## src/spife_pkg.sv

```systemverilog
// Shared constants and carriers for the serial EEPROM front end.
// Assumes a single system clock domain; serial pins are asynchronous.
package spife_pkg;
    localparam int ARRAY_DEPTH = 16384;     // Storage locations
    localparam int DATA_W      = 8;         // Bits per location
    localparam int ADDR_W      = 14;        // Address bits for the array
    localparam int BITCNT_W    = 3;         // Bit position within a byte
    localparam logic [BITCNT_W-1:0] BIT_LAST = 3'h7; // Eighth bit of a byte
    localparam logic [BITCNT_W-1:0] BIT_FIRST = 3'h0; // First bit of a byte
    localparam logic [DATA_W-1:0]   BYTE_ZERO = 8'h00; // Cleared shift value
    localparam int SYNC_STAGES = 3;         // Pin synchroniser depth

    // Pin group sampled from outside the clock domain
    typedef struct packed {
        logic sclk;        // Serial clock
        logic sdi;         // Serial data in
        logic sel_n;       // Chip select, active low
        logic pause_n;     // Pause input, active low
        logic wprot_n;     // Write protect, active low
    } spife_pins_t;

    // Status bits kept by the front end
    typedef struct packed {
        logic status_lock_bit;   // Non-volatile lock bit
        logic protect_size_hi;   // Non-volatile protect size, high
        logic protect_size_lo;   // Non-volatile protect size, low
        logic write_latch_flag;  // Write enable latch
        logic write_busy_flag;   // Internal write cycle running
    } spife_status_t;

    // Interface state
    typedef enum logic [1:0] {
        SPIFE_ARMING = 2'h0,     // After reset, waiting for high select
        SPIFE_IDLE   = 2'h1,     // Deselected, ready for a falling select
        SPIFE_ACTIVE = 2'h3,     // Selected, shifting bits
        SPIFE_PAUSED = 2'h2      // Selected, in pause condition
    } spife_state_t;
endpackage : spife_pkg

```

## src/spife_sync.sv

```systemverilog
// Three-stage pin synchroniser with agreement filter.
// Assumes the input is asynchronous to clk.
module spife_sync (
    input  wire logic clk,
    input  wire logic srst,
    input  wire logic async_in,
    input  wire logic rst_val,
    output logic      sync_out
);
    import spife_pkg::*;

    logic [SYNC_STAGES-1:0] stage_ff;   // Stage 0 feeds only stage 1
    logic                   sync_ff;    // Filtered level
    wire                    agree = stage_ff[1] == stage_ff[2];

    // Shift the pin through the chain every edge, reset included, so a
    // level held since power-up is settled when reset lets go
    always_ff @(posedge clk) begin
        stage_ff <= {stage_ff[SYNC_STAGES-2:0], async_in};
    end

    // Accept a change only once stages two and three agree; in reset the
    // filter takes the pin level when stages agree, else rst_val, since a select held low from power-up
    // must not look like a falling edge once reset releases
    always_ff @(posedge clk) begin
        if (srst) begin
            sync_ff <= agree ? stage_ff[SYNC_STAGES-1] : rst_val;
        end else if (agree) begin
            sync_ff <= stage_ff[2];
        end
    end

    assign sync_out = sync_ff;
endmodule : spife_sync

```

## src/spife_front.sv

```systemverilog
// Serial front end of a 16384 x 8 EEPROM: select, pause, bit shifting,
// power-on state. Assumes srst models power-on reset and that the
// instruction decoder sits outside, fed by rx_byte and feeding tx_byte.
// How it works
// - Array is 16384 bytes of eight bits
// - Input bits sampled on serial clock rise
// - Output bits change after serial clock fall
// - Selected only while select low; active power
// - Select high deselects and floats output
// - Deselected means standby unless write running
// - Need select falling edge after power-up
// - Pause suspends shifting, resumes where stopped
// - Paused: output floats, clock and data ignored
// - Pause only entered while selected
// - Write protect freezes block protect size
// - No response before power-on reset releases
// - Reset: standby, deselected, clear latch, busy
// - Reset keeps lock and protect bits
// - Pause edges count only while clock low
// - Select high during pause resets interface
// - Execute only if select rises after last bit
module spife_front (
    input  wire logic                    clk,
    input  wire logic                    srst,
    input  wire spife_pkg::spife_pins_t  pins,
    input  wire logic [spife_pkg::DATA_W-1:0] tx_byte,
    input  wire logic                    set_latch,
    input  wire logic                    clr_latch,
    input  wire logic                    write_start,
    input  wire logic                    write_done,
    input  wire logic                    nv_load,
    input  wire logic [2:0]              nv_value,
    output logic                         sdo,
    output logic                         sdo_oe,
    output logic [spife_pkg::DATA_W-1:0] rx_byte,
    output logic                         rx_valid,
    output logic                         tx_take,
    output logic                         cmd_end,
    output logic                         selected,
    output logic                         paused,
    output logic                         standby,
    output logic                         nv_frozen,
    output spife_pkg::spife_status_t     status
);
    import spife_pkg::*;

    spife_pins_t   s;                   // Synchronised pin levels
    spife_state_t  state_ff, nxt_state;
    logic          sclk_q_ff;           // Previous serial clock level
    logic          pause_q_ff;          // Previous pause level
    logic [BITCNT_W-1:0] bit_ff;        // Bit position in current byte
    logic [DATA_W-1:0]   shin_ff;       // Incoming shifter
    logic [DATA_W-1:0]   shout_ff;      // Outgoing shifter
    logic          byte_done_ff;        // Last bit of a byte was sampled
    logic          sdo_ff, sdo_oe_ff, rx_valid_ff, tx_take_ff, cmd_end_ff;
    logic          wlatch_ff, wbusy_ff;
    logic [2:0]    nv_ff;               // Lock, protect hi, protect lo
    logic          nv_init_ff;          // Non-volatile bits seen once

    // One synchroniser per pin, idle levels high except clock and data
    localparam spife_pins_t PIN_IDLE = '{sclk: 1'b0, sdi: 1'b0,
        sel_n: 1'b1, pause_n: 1'b1, wprot_n: 1'b1};
    genvar gi;
    generate
        for (gi = 0; gi < $bits(spife_pins_t); gi++) begin : g_sync
            spife_sync u_sync (
                .clk      (clk),
                .srst     (srst),
                .async_in (pins[gi]),
                .rst_val  (PIN_IDLE[gi]),
                .sync_out (s[gi])
            );
        end
    endgenerate

    // Edge detection on the sampled serial clock and pause
    wire sclk_rise  = s.sclk & ~sclk_q_ff;
    wire sclk_fall  = ~s.sclk & sclk_q_ff;
    wire in_sel     = state_ff == SPIFE_ACTIVE;
    wire pause_fall = ~s.pause_n & pause_q_ff & ~s.sclk;
    wire pause_rise = s.pause_n & ~pause_q_ff & ~s.sclk;
    wire shift_in   = in_sel & sclk_rise;
    wire shift_out  = in_sel & sclk_fall;
    // Select rising after the last bit and before the next rise
    wire exec_now   = in_sel & s.sel_n & byte_done_ff;
    wire hw_frozen  = nv_ff[2] & ~s.wprot_n;
    wire dev_sel    = (state_ff == SPIFE_ACTIVE) |
                      (state_ff == SPIFE_PAUSED);

    // Next interface state
    always_comb begin
        nxt_state = state_ff;
        unique case (state_ff)
            // Wait for select high before any falling edge counts
            SPIFE_ARMING: if (s.sel_n) nxt_state = SPIFE_IDLE;
            SPIFE_IDLE:   if (~s.sel_n) nxt_state = SPIFE_ACTIVE;
            SPIFE_ACTIVE: begin
                if (s.sel_n) begin
                    nxt_state = SPIFE_IDLE;
                end else if (pause_fall) begin
                    nxt_state = SPIFE_PAUSED;
                end
            end
            SPIFE_PAUSED: begin
                // Deselect during pause drops the whole sequence
                if (s.sel_n) begin
                    nxt_state = SPIFE_IDLE;
                end else if (pause_rise) begin
                    nxt_state = SPIFE_ACTIVE;
                end
            end
        endcase
    end

    // State and edge history; reset lands in the arming state
    always_ff @(posedge clk) begin
        if (srst) begin
            state_ff   <= SPIFE_ARMING;
            sclk_q_ff  <= 1'b0;
            pause_q_ff <= 1'b1;
        end else begin
            state_ff   <= nxt_state;
            sclk_q_ff  <= s.sclk;
            pause_q_ff <= s.pause_n;
        end
    end

    // Input shifter and bit counter; frozen while paused
    always_ff @(posedge clk) begin
        if (srst || !dev_sel || s.sel_n) begin
            bit_ff       <= BIT_FIRST;
            shin_ff      <= BYTE_ZERO;
            byte_done_ff <= 1'b0;
        end else if (shift_in) begin
            shin_ff      <= {shin_ff[DATA_W-2:0], s.sdi};
            bit_ff       <= bit_ff + 3'h1;
            byte_done_ff <= bit_ff == BIT_LAST;
        end
    end

    // Received byte strobe, one cycle after the eighth bit
    always_ff @(posedge clk) begin
        if (srst) begin
            rx_byte     <= BYTE_ZERO;
            rx_valid_ff <= 1'b0;
            cmd_end_ff  <= 1'b0;
        end else begin
            rx_valid_ff <= shift_in & (bit_ff == BIT_LAST);
            if (shift_in & (bit_ff == BIT_LAST)) begin
                rx_byte <= {shin_ff[DATA_W-2:0], s.sdi};
            end
            cmd_end_ff  <= exec_now;
        end
    end

    // Output shifter: loads at byte start, moves only on a falling clock
    always_ff @(posedge clk) begin
        if (srst || !dev_sel) begin
            shout_ff   <= BYTE_ZERO;
            sdo_ff     <= 1'b0;
            tx_take_ff <= 1'b0;
        end else begin
            tx_take_ff <= shift_out & (bit_ff == BIT_FIRST);
            if (shift_out) begin
                // Loading at bit 0 lets the decoder refresh tx_byte per byte
                if (bit_ff == BIT_FIRST) begin
                    sdo_ff   <= tx_byte[DATA_W-1];
                    shout_ff <= {tx_byte[DATA_W-2:0], 1'b0};
                end else begin
                    sdo_ff   <= shout_ff[DATA_W-1];
                    shout_ff <= {shout_ff[DATA_W-2:0], 1'b0};
                end
            end
        end
    end

    // Output drive only while selected and not paused
    always_ff @(posedge clk) begin
        if (srst) begin
            sdo_oe_ff <= 1'b0;
        end else begin
            sdo_oe_ff <= (nxt_state == SPIFE_ACTIVE);
        end
    end

    // Volatile status bits; set wins over clear on the latch
    always_ff @(posedge clk) begin
        if (srst) begin
            wlatch_ff <= 1'b0;
            wbusy_ff  <= 1'b0;
        end else begin
            if (set_latch) begin
                wlatch_ff <= 1'b1;
            end else if (clr_latch) begin
                wlatch_ff <= 1'b0;
            end
            if (write_start) begin
                wbusy_ff <= 1'b1;
            end else if (write_done) begin
                wbusy_ff <= 1'b0;
            end
        end
    end

    // Non-volatile bits are untouched by reset; the first load seeds them
    always_ff @(posedge clk) begin
        if (srst) begin
            nv_init_ff <= 1'b0;
        end else if (nv_load && (!nv_init_ff || !hw_frozen)) begin
            nv_init_ff <= 1'b1;
        end
    end
    always_ff @(posedge clk) begin
        if (nv_load && (!nv_init_ff || !hw_frozen)) begin
            nv_ff <= nv_value;
        end
    end

    // Registered flags for the outside world
    always_ff @(posedge clk) begin
        if (srst) begin
            selected  <= 1'b0;
            paused    <= 1'b0;
            standby   <= 1'b1;
            nv_frozen <= 1'b0;
            // Lock and protect bits ride through reset untouched
            status    <= '{status_lock_bit: nv_ff[2],
                           protect_size_hi: nv_ff[1],
                           protect_size_lo: nv_ff[0],
                           write_latch_flag: 1'b0,
                           write_busy_flag: 1'b0};
        end else begin
            selected  <= (nxt_state == SPIFE_ACTIVE) |
                         (nxt_state == SPIFE_PAUSED);
            paused    <= nxt_state == SPIFE_PAUSED;
            // Busy write keeps active power after deselect
            standby   <= ~dev_sel & ~wbusy_ff;
            nv_frozen <= hw_frozen;
            status    <= '{status_lock_bit: nv_ff[2],
                           protect_size_hi: nv_ff[1],
                           protect_size_lo: nv_ff[0],
                           write_latch_flag: wlatch_ff,
                           write_busy_flag: wbusy_ff};
        end
    end

    // Address space of the array is ADDR_W bits for ARRAY_DEPTH bytes
    assign sdo      = sdo_ff;
    assign sdo_oe   = sdo_oe_ff;
    assign rx_valid = rx_valid_ff;
    assign tx_take  = tx_take_ff;
    assign cmd_end  = cmd_end_ff;
endmodule : spife_front

```

## config.mk

```make
export PLATFORM = sky130hd
export DESIGN_NAME = spife_front
export DESIGN_NICKNAME = d
export VERILOG_FILES = /design/src/spife_pkg.sv /design/src/spife_sync.sv /design/src/spife_front.sv
export SDC_FILE = /design/constraint.sdc
export NUM_CORES = 1
export LEC_CHECK = 0
export BUFFER_PORTS_ARGS = -buffer_cell sky130_fd_sc_hd__buf_2
export CORE_MARGIN = 2
export CORE_UTILIZATION = 49
export CTS_CLUSTER_SIZE = 8
export DETAILED_ROUTE_END_ITERATION = 10
export PLACE_DENSITY = 0.77
export SYNTH_ARGS = -nofsm -noshare
export SYNTH_HDL_FRONTEND = slang
export SYNTH_SLANG_ARGS = --single-unit
```

## constraint.sdc

```tcl
create_clock -name clk -period 1.6 [get_ports clk]
set_clock_uncertainty 0.2 [all_clocks]
set_input_delay 0.32 -clock clk [delete_from_list [all_inputs] [get_ports clk]]
set_output_delay 0.32 -clock clk [all_outputs]
set_load 0.1 [all_outputs]
```

==> results.ini, run 1 <==
[run_status]
status = complete, no violations

[place]
dp_hpwl_mm = 2.826
place.port_buffers = 44
place_congestion = 0.7643

[timing]
final.min_clock_period_ns = 1.559
fmax_ghz = 0.6414
final-hold-violation-count = 0
slew_headroom = 0.7049
tightest_slew_ns = 0.4387
setup_viol = 0
finalCritPeriodShare = 0.9744
worst_hold_slack_ns = 0.01509
finalMaxSlewViolations = 0

[worst_setup_path]
cp_top_family = flip-flops
slowest_delay_ns = 0.33
crit_arrival_ns = 1.62
critPathBufInv = 2
critPathSlowestCell = dfxtp_2
path_cells = inv_1 > ha_2 > nand2b_1 > buf_12 > mux2i_4 > a211oi_2
cp.required_ns = 1.66
cp-end-kind = register
critPathKind = register to register
crit_path_max_fanout = 8
start_kind = register
startpoint = bit_ff[0]
r2r_start = bit_ff[0]

[synth]
yosysWarnings = 0
seq_area_frac_synth = 0.5814
syn_nets = 262
synth.avg_cell_area_sq_um = 10.88
ys_ff_latch = 69
netlist_area_sq_um = 2514
post_synth_num_cell_types = 36
syn-instance-count = 231

[grt]
grt_pass1_vias = 1636
antenna_found_initial = 0
use_met3 = 0.06481
met2_usage = 0.2754
grt_max_degree = 20
grt_pass1_wl_mm = 6.658
grt_usage = 0.1610
grt_use_met1 = 0.1637
grt_overflow = 0
top_usage_layer = met2

[power_and_ir_drop]
sequentialPowerShare = 0.534
power.share.clock = 0.390
pwr-share-comb = 0.076
p_leak_nw = 1.329
p_per_area_nw_per_um2 = 1073
power.share.switching = 0.2289
power_switching_uw = 792.1
p_int_mw = 2.668
irDropWorstVdd_mv = 0.9065
p_total_mw = 3.460

[die]
core_area_sq_um = 5042
initial_utilization = 0.4985
die_w_microns = 75.63
die-area_sq_um = 5719
die_y_microns = 75.63
io_pins = 45
core.rowCount = 26

[clocking]
cts_buffer_depth = 2
clock_latency_ns = 0.34
cts_buffers = 9
root_buffer = clkbuf_8
clkTransAtPathRegs_ns = 0.07
clock_sinks = 69
h-tree-depth = 3
tritoncts = built

[worst_hold_path]
worstHoldStart = set_latch
min-delay-path-class = input pin to register

[route]
routed_via_density = 4.820
drc_errors = 0
drt-initial-drc-count = 77
vias = 1764
routedWlPerCell_microns = 11.64
antenna_left = 0
drt_first_pass_iters = 4
drt-total-wl_mm = 4.259

[finish]
drive_gt1_frac = 0.3074
final_net_count = 322
area_growth_pct = 28.32
antenna_cells = 0

[run]
cap_violations = 0

==> layout by cell type, fill, tap and decap left out, types with 2 or more instances in the layout <==
cell type      synthesis  routed
o21bai_1               2       2
a21oi_1               24      24
nand2_1               24      24
clkbuf_8               0      10
dfxtp_2                0       2
inv_1                 12      12
nand3_1                8       8
edfxtp_1               8       8
and4b_1                2       2
dlygate4sd3_1          0      10
o21ai_0                9       9
nor2_2                 2       2
clkbuf_4               0       9
buf_2                  2      22
nor2_1                14      14
mux2i_1                9       6
nand2b_1               7       7
clkinv_2               0       4
dfxtp_1               61      58
buf_4                  1      16
mux2_2                 2       2
ha_1                   8       7
a211oi_2               7       7
mux2i_2                0       2
nor2b_1                5       5
buf_12                 1       6
==> synthesized netlist by cell type <==
| cell type | n | area (sq um) |
|---|---|---|
| buf_4 | 1 | 7.510 |
| a21o_2 | 1 | 8.760 |
| a21boi_0 | 1 | 7.510 |
| nand4_1 | 1 | 6.260 |
| nor2_2 | 2 | 12.51 |
| and3b_1 | 1 | 8.760 |
| clkbuf_2 | 1 | 5.000 |
| nand4b_1 | 1 | 8.760 |
| a21oi_1 | 24 | 120.1 |
| nand4b_4 | 1 | 23.77 |
| a211oi_2 | 7 | 87.58 |
| or2_2 | 1 | 6.260 |
| nand4b_2 | 1 | 15.01 |
| and4b_1 | 2 | 20.02 |
| nand2b_1 | 7 | 43.79 |
| buf_12 | 1 | 20.02 |
| o21ai_0 | 9 | 45.04 |
| buf_6 | 5 | 56.30 |
| nor2_1 | 14 | 52.55 |
| nor2b_1 | 5 | 31.28 |
| dfxtp_1 | 61 | 1221 |
| nand2_1 | 24 | 90.09 |
| nor3_1 | 1 | 5.000 |
| edfxtp_1 | 8 | 240.2 |
| or3b_1 | 1 | 8.760 |
| nand3_1 | 8 | 40.04 |
| a21oi_2 | 1 | 8.760 |
| o21a_1 | 1 | 7.510 |
| mux2_2 | 2 | 22.52 |
| o21bai_1 | 2 | 15.01 |
| ha_1 | 8 | 100.1 |
| mux2i_1 | 9 | 90.09 |
| clkbuf_1 | 4 | 15.01 |
| nand3b_1 | 1 | 7.510 |
| inv_1 | 12 | 45.04 |
| buf_2 | 2 | 10.01 |
==> sequential cells by signal (all words and copies together), names as in the netlist, 3 cells and up <==
name / cells
bit_ff: 3
g_sync.u_sync.stage_ff: 15
g_sync.u_sync.sync_out: 5
nv_ff: 3
status: 5
shout_ff: 7
shin_ff: 7
rx_byte: 8
==> routing by layer <==
layer | up-vias | routed length, microns
met5 | - | 0
met4 | 0 | 95
met3 | 9 | 197
met2 | 38 | 2192
met1 | 814 | 1774
li1 | 903 | -
==> final timing paths <==
kind	slack (ns)	end	cells past startpoint
worst max-delay path	0.04	shout_ff[5]	6
worst min register to register	0.13	g_sync[2].u_sync.stage_ff[1]	0
worst min-delay path	0.02	wlatch_ff	3
worst max register to register	0.04	shout_ff[5]	6
==> cell families after synthesis <==
family | Yosys count | synth area share
adders and majority gates | 8 | 0.03982
muxes | 11 | 0.04480
and+or+nand+nor | 71 | 0.1513
DFF | 69 | 0.5814
AOI/OAI and AO/OA | 46 | 0.1195
buffers and inverters | 26 | 0.06321
==> final cells by class <==
cell class	count	area (sq um)
clock inverters	5	50.05
clock buffers	11	141.4
flip-flops and latches	69	1468
fillers	409	1817
repair buffers	63	518.0
multi-input cells	136	915.9
inverters	12	45.04
well taps	70	87.58
==> power groups by stage <==
stage / logic, mW / clock network, mW / registers [mW]
detailed placement: 0.237 / 0 / 1.89
CTS: 0.257 / 1.38 / 1.85
finish: 0.263 / 1.35 / 1.85
floorplan: 0.0970 / 0 / 1.96
global placement: 0.232 / 0 / 1.88
global route: 0.284 / 1.45 / 1.85
==> per-stage QoR <==
step	utilization	std cells	setup TNS [ns]	setup slack (ns)	instance area (sq um)
5_1_grt	0.6397	366	-0.007044	-0.007044	3226
3_5_place_dp	0.5670	340	0	0.02795	2859
2_1_floorplan	-	231	0	0.03220	2521
3_3_place_gp	0.5670	340	0	0.1040	2859
4_1_cts	0.6303	366	0	0.0004139	3178
6_report	0.6397	366	0	0.04091	3226
==> timing repair <==
item | CTS | global route
hold buffers | 10 | 0
endpoints found under the hold margin | 10 | 0
setup endpoints to repair | 11 | 16
buffers inserted | 0 | 0
gates resized for setup | 11 | 16
==> worst min-delay path, delay by kind of cell <==
family | cells | cell delay, ns
buffers and inverters | 1 | 0.08
and+or+nand+nor | 1 | 0.08
AOI/OAI and AO/OA | 1 | 0.04
No activity file was read; power rests on OpenSTA's default activity.
==> inputs of run 2 (changes only) <==
--- a/config.mk
+++ b/config.mk
@@ -5,12 +5,13 @@
 export SDC_FILE = /design/constraint.sdc
 export NUM_CORES = 1
 export LEC_CHECK = 0
+export ABC_AREA = 1
 export BUFFER_PORTS_ARGS = -buffer_cell sky130_fd_sc_hd__buf_2
 export CORE_MARGIN = 2
-export CORE_UTILIZATION = 49
+export CORE_UTILIZATION = 48
 export CTS_CLUSTER_SIZE = 8
 export DETAILED_ROUTE_END_ITERATION = 10
-export PLACE_DENSITY = 0.77
+export PLACE_DENSITY = 0.76
 export SYNTH_ARGS = -nofsm -noshare
 export SYNTH_HDL_FRONTEND = slang
 export SYNTH_SLANG_ARGS = --single-unit
==> results.ini, run 2 <==
[run_status]
status = complete, no violations

[finish]
drive_gt1_frac = 0.2069
multiInputGateArea_sq_um = 804.5
final_common_cell = nand2_1
final_net_count = 374
antenna_cells = 0
final_cell_area_sq_um = 3234
final_cell_mix = nand2_1 (86), dfxtp_1 (60), nor2_1 (34), inv_1 (27), buf_2 (22)
area_growth_pct = 35.41
seqCellArea_sq_um = 1465
reg_top3 = g_sync.u_sync.stage_ff x15, rx_byte x8
largest_register_ffs = 15
largest_register = g_sync.u_sync.stage_ff
fillers = 391

[worst_setup_path]
critPathSlowestCell = clkbuf_4
cp_top_family = buffers and inverters
ff2ff_setup_slack_ns = 0.13
r2r_start = bit_ff[0]
startpoint = status[1]
crit_arrival_ns = 0.97
slowest_delay_ns = 0.32
path_cells = clkbuf_4
r2r-end = shout_ff[6]
critPathKind = register to output port
critPathBufInv = 1
start_kind = register
cp-end-kind = output port
reg2regPathDepth = 8
cp.required_ns = 1.08
crit_path_max_fanout = 1

[power_and_ir_drop]
p_leak_nw = 1.511
power.share.switching = 0.2327
p_per_area_nw_per_um2 = 1127
p_total_mw = 3.644
pwr-share-comb = 0.085
irDropWorstVdd_mv = 0.8046
p_int_mw = 2.796
power_switching_uw = 847.8
sequentialPowerShare = 0.510
power.share.clock = 0.404

[run]
cap_violations = 0

[die]
die_y_microns = 74.54
initial_utilization = 0.5024
die-area_sq_um = 5556
core.rowCount = 25
die_w_microns = 74.54
core_area_sq_um = 4755
io_pins = 45

[grt]
grt_pass1_wl_mm = 7.355
grt_max_degree = 27
grt_overflow = 0
antenna_found_initial = 0
grt_usage = 0.1801
grt_pass1_vias = 1776

[timing]
setup_viol = 0
slew_headroom = 0.7593
tightest_slew_ns = 0.3600
finalWorstSetupSlack_ns = 0.1118
grt_setup_unrepaired = no
fmax_ghz = 0.6719
finalCritPeriodShare = 0.9302
final.min_clock_period_ns = 1.488
final-hold-violation-count = 0
finalMaxSlewViolations = 0

[clocking]
h-tree-depth = 3
tritoncts = built
root_buffer = clkbuf_8
clock_latency_ns = 0.34
cts_setup_buffers = 0
cts_buffers = 9
clkTransAtPathRegs_ns = 0.07
clock_sinks = 69
cts_buffer_depth = 2

[synth]
synth_common_cells = nand2_1 (87), dfxtp_1 (61), nor2_1 (34)
ys_ff_latch = 69
synth_edf_count = 8
seq_area_frac_synth = 0.6118
syn-instance-count = 275
yosysWarnings = 0
post_synth_num_cell_types = 19
synth_top_area_cell = dfxtp_1
syn_nets = 306
ys_top_cells_by_area = dfxtp_1 (51%), nand2_1 (14%), edfxtp_1 (10%), nor2_1 (5.3%), inv_1 (4.2%)
synth.avg_cell_area_sq_um = 8.686
netlist_area_sq_um = 2389
async_flop_share = 0
synthMostInstantiatedCell = nand2_1
yosysTopAreaCellShare = 0.5113
ys.flop_type = dfxtp_1

[worst_hold_path]
hold_end = wbusy_ff
min-delay-path-class = input pin to register
worstHoldStart = write_start
hold-path-cell-count = 3

[place]
place_congestion = 0.8563
placed_area_sq_um = 2870
dp_hpwl_mm = 2.748
dp_slack_ns = 0.08857
place.port_buffers = 44

[route]
vias = 1911
routedWlPerCell_microns = 10.52
drt-total-wl_mm = 4.367
drt_first_pass_iters = 4
drt-initial-drc-count = 65
routed_via_density = 4.605
drc_errors = 0
antenna_left = 0

==> run 2: changes by cell type in the layout (fill, tap and decap cells not counted), moves of 4 or more <==
cell | before | now
buf_12 | 6 | 10
buf_4 | 16 | 10
nor2b_1 | 5 | 0
a211oi_2 | 7 | 0
nand2b_1 | 7 | 0
a21oi_1 | 24 | 15
inv_1 | 12 | 27
nor2_1 | 14 | 34
nand2_1 | 24 | 86
mux2i_1 | 6 | 0
==> run 2: layer usage <==
| layer | share of wire | routed length [microns] | GRT usage | vias up |
|---|---|---|---|---|
| met5 | 0 | 0 | 0 | - |
| met4 | 0.021 | 91 | 0.09325 | 0 |
| met3 | 0.056 | 243 | 0.08943 | 12 |
| li1 | - | - | - | 992 |
| met1 | 0.44 | 1931 | 0.1948 | 858 |
| met2 | 0.48 | 2101 | 0.2911 | 49 |
==> run 2: timing repair <==
| action | in CTS | in global routing |
|---|---|---|
| resized for setup | 5 | 9 |
| hold buffers | 13 | 0 |
| hold endpoints to repair | 11 | 0 |
| setup endpoints to repair | 5 | 12 |
| pin swaps | 0 | 0 |
==> run 2: worst max path at each step <==
| stage | endpoint | slack [ns] | cells after the start |
|---|---|---|---|
| floorplan | rx_byte[0] | -0.07 | 6 |
| global placement | bit_ff[0] | 0.15 | 5 |
| detailed placement | bit_ff[0] | 0.09 | 5 |
| CTS | status[1] | 0.003 | 1 |
| global route | shout_ff[6] | 0.005 | 8 |
| finish | status[1] | 0.11 | 1 |
==> run 2: stage by stage <==
step,utilization,cells,hold WS [ns],TNS (ns)
5_1_grt,0.6803,415,0.02102,0
2_1_floorplan,-,275,0.1096,-0.5191
3_3_place_gp,0.6037,387,0.1110,0
4_1_cts,0.6771,416,0.02673,0
3_5_place_dp,0.6037,387,0.1121,0
6_report,0.6803,415,0.006927,0
==> run 2: final cells by class <==
| cell class | count | share of cell area |
|---|---|---|
| Clock buffer | 11 | 0.04062 |
| Sequential cell | 69 | 0.4530 |
| Inverter | 29 | 0.03366 |
| Timing Repair Buffer | 62 | 0.1749 |
| Multi-Input combinational cell | 172 | 0.2487 |
| Tap cell | 67 | 0.02592 |
| Clock inverter | 5 | 0.02321 |
==> run 2: cell families after synthesis <==
group           share of synthesized area
simple gates                       0.2342
fa+ha+maj                         0.04191
buf+inv                           0.05657
compound gates                    0.05553
flops                              0.6118
==> run 2: power groups by stage <==
stage	clock, mW	combinational [mW]	sequential, mW
after floorplan	0	0.0916	2.00
after global placement	0	0.274	1.89
after detailed placement	0	0.280	1.90
after CTS	1.52	0.307	1.86
after global routing	1.60	0.338	1.87
final	1.47	0.311	1.86
==> inputs of run 3 (changes only) <==
--- a/config.mk
+++ b/config.mk
@@ -7,8 +7,10 @@
 export LEC_CHECK = 0
 export ABC_AREA = 1
 export BUFFER_PORTS_ARGS = -buffer_cell sky130_fd_sc_hd__buf_2
+export CELL_PAD_IN_SITES_DETAIL_PLACEMENT = 1
+export CELL_PAD_IN_SITES_GLOBAL_PLACEMENT = 1
 export CORE_MARGIN = 2
-export CORE_UTILIZATION = 48
+export CORE_UTILIZATION = 36
 export CTS_CLUSTER_SIZE = 8
 export DETAILED_ROUTE_END_ITERATION = 10
 export PLACE_DENSITY = 0.76
==> results.ini, run 3 (synthesis gave the netlist of run 2 again) <==
[route]
drc_errors = 0
drt-total-wl_mm = 5.387
vias = 1952
antenna_left = 0
routedWlPerCell_microns = 12.65
routed_via_density = 4.582
route.met2.wl_mm = 2.734
drt-initial-drc-count = 30
wl_met3_microns = 227
drt_first_pass_iters = 4
highest_layer = met4
wl_met1_mm = 2.316

[worst_setup_path]
start_kind = input pin
critPathKind = input pin to register
crit_arrival_ns = 1.68
cp-end-kind = register
crit_path_max_fanout = 1
cp.required_ns = 1.69

[timing]
worst_hold_slack_ns = 0.04038
final-hold-violation-count = 0
slew_headroom = 0.8205
final.min_clock_period_ns = 1.586
setup_viol = 0
tightest_slew_ns = 0.2682
finalCritPeriodShare = 0.9911
finalMaxSlewViolations = 0
finalWorstSetupSlack_ns = 0.01428
tns_ns = 0
fmax_ghz = 0.6306
grt_setup_unrepaired = no

[finish]
area_growth_pct = 36.09
final_cell_mix = nand2_1 (86), dfxtp_1 (60), nor2_1 (34), inv_1 (26), buf_2 (22)
final_common_cell = nand2_1
final_net_count = 375
largest_register_ffs = 15
antenna_cells = 0
reg_top3 = g_sync.u_sync.stage_ff x15, rx_byte x8
drive_gt1_frac = 0.2092
final_util = 0.5090
largest_register = g_sync.u_sync.stage_ff

[place]
place_congestion = 0.7717
place.port_buffers = 44
dp_hpwl_mm = 3.743
dp_slack_ns = -0.001823

[grt]
grt_max_degree = 27
grt_usage = 0.1615
grt_pass1_vias = 1980
grt_pass1_wl_mm = 8.963
antenna_found_initial = 0
grt_overflow = 0

[power_and_ir_drop]
power.share.switching = 0.2393
power_switching_uw = 880.0
p_int_mw = 2.797
p_per_area_nw_per_um2 = 1131
p_leak_nw = 1.509
pwr-share-comb = 0.086
power.share.clock = 0.407
irDropWorstVdd_mv = 0.9537
sequentialPowerShare = 0.506

[clocking]
clock_latency_ns = 0.35
root_buffer = clkbuf_8
clock_sinks = 69
cts_setup_buffers = 0
clkTransAtPathRegs_ns = 0.07
cts_buffer_depth = 2
h-tree-depth = 3
cts_buffers = 9
tritoncts = built

[die]
die_y_microns = 85.46
initial_utilization = 0.3740
die_w_microns = 85.46
die-area_sq_um = 7303
core.rowCount = 29
io_pins = 45
core_area_sq_um = 6386

[worst_hold_path]
min-delay-path-class = input pin to register

[run]
cap_violations = 0

[run_status]
status = complete, no violations

-- run 3: final cells by class --
type                    instances  area, sq um
clock buffers                  11        131.4
inverters                      29        108.9
repair buffers                 63        563.0
flip-flops and latches         69         1465
clock inverters                 5        76.32
well taps                      77        96.34
fillers                       759         3136
multi-input cells             172        809.5
-- run 3: timing repair --
item                                    CTS  global route
resized for setup                        14             2
endpoints found under the setup margin   14             9
hold buffers                             13             0
endpoints found under the hold margin    11             0
-- run 3: power groups by stage --
| stage | logic (mW) | clock network, mW | registers (mW) |
|---|---|---|---|
| 4_1_cts | 0.321 | 1.55 | 1.86 |
| 3_5_place_dp | 0.284 | 0 | 1.90 |
| 2_1_floorplan | 0.0916 | 0 | 2.00 |
| 6_report | 0.318 | 1.50 | 1.86 |
| 3_3_place_gp | 0.273 | 0 | 1.90 |
| 5_1_grt | 0.343 | 1.62 | 1.87 |
-- run 3: worst paths after layout --
check	startpoint	slack, ns	depth (start not counted)	to
max	write_done	0.01	4	wbusy_ff
min	tx_byte[0]	0.04	3	shout_ff[1]
max reg2reg	state_ff[0]	0.13	5	bit_ff[0]
min reg2reg	g_sync[0].u_sync.stage_ff[0]	0.12	0	g_sync[0].u_sync.stage_ff[1]
-- run 3: routing by layer --
layer | vias up | track usage
li1 | 992 | -
met1 | 911 | 0.1710
met2 | 40 | 0.2841
met3 | 9 | 0.05253
met4 | 0 | 0.08514
met5 | - | 0
-- run 3: per-stage QoR --
step	total power [mW]	std cells	cell area (sq um)
after CTS	3.734	426	3246
after detailed placement	2.184	397	2870
after global placement	2.168	397	2870
after global routing	3.834	426	3251
final	3.677	426	3251
after floorplan	2.093	275	2400
-- run 3: critical path: stages --
cell and delay (ns):
dlygate4sd3_1 0.53, buf_2 0.12, o21ai_0 0.15, dlygate4sd3_1 0.56
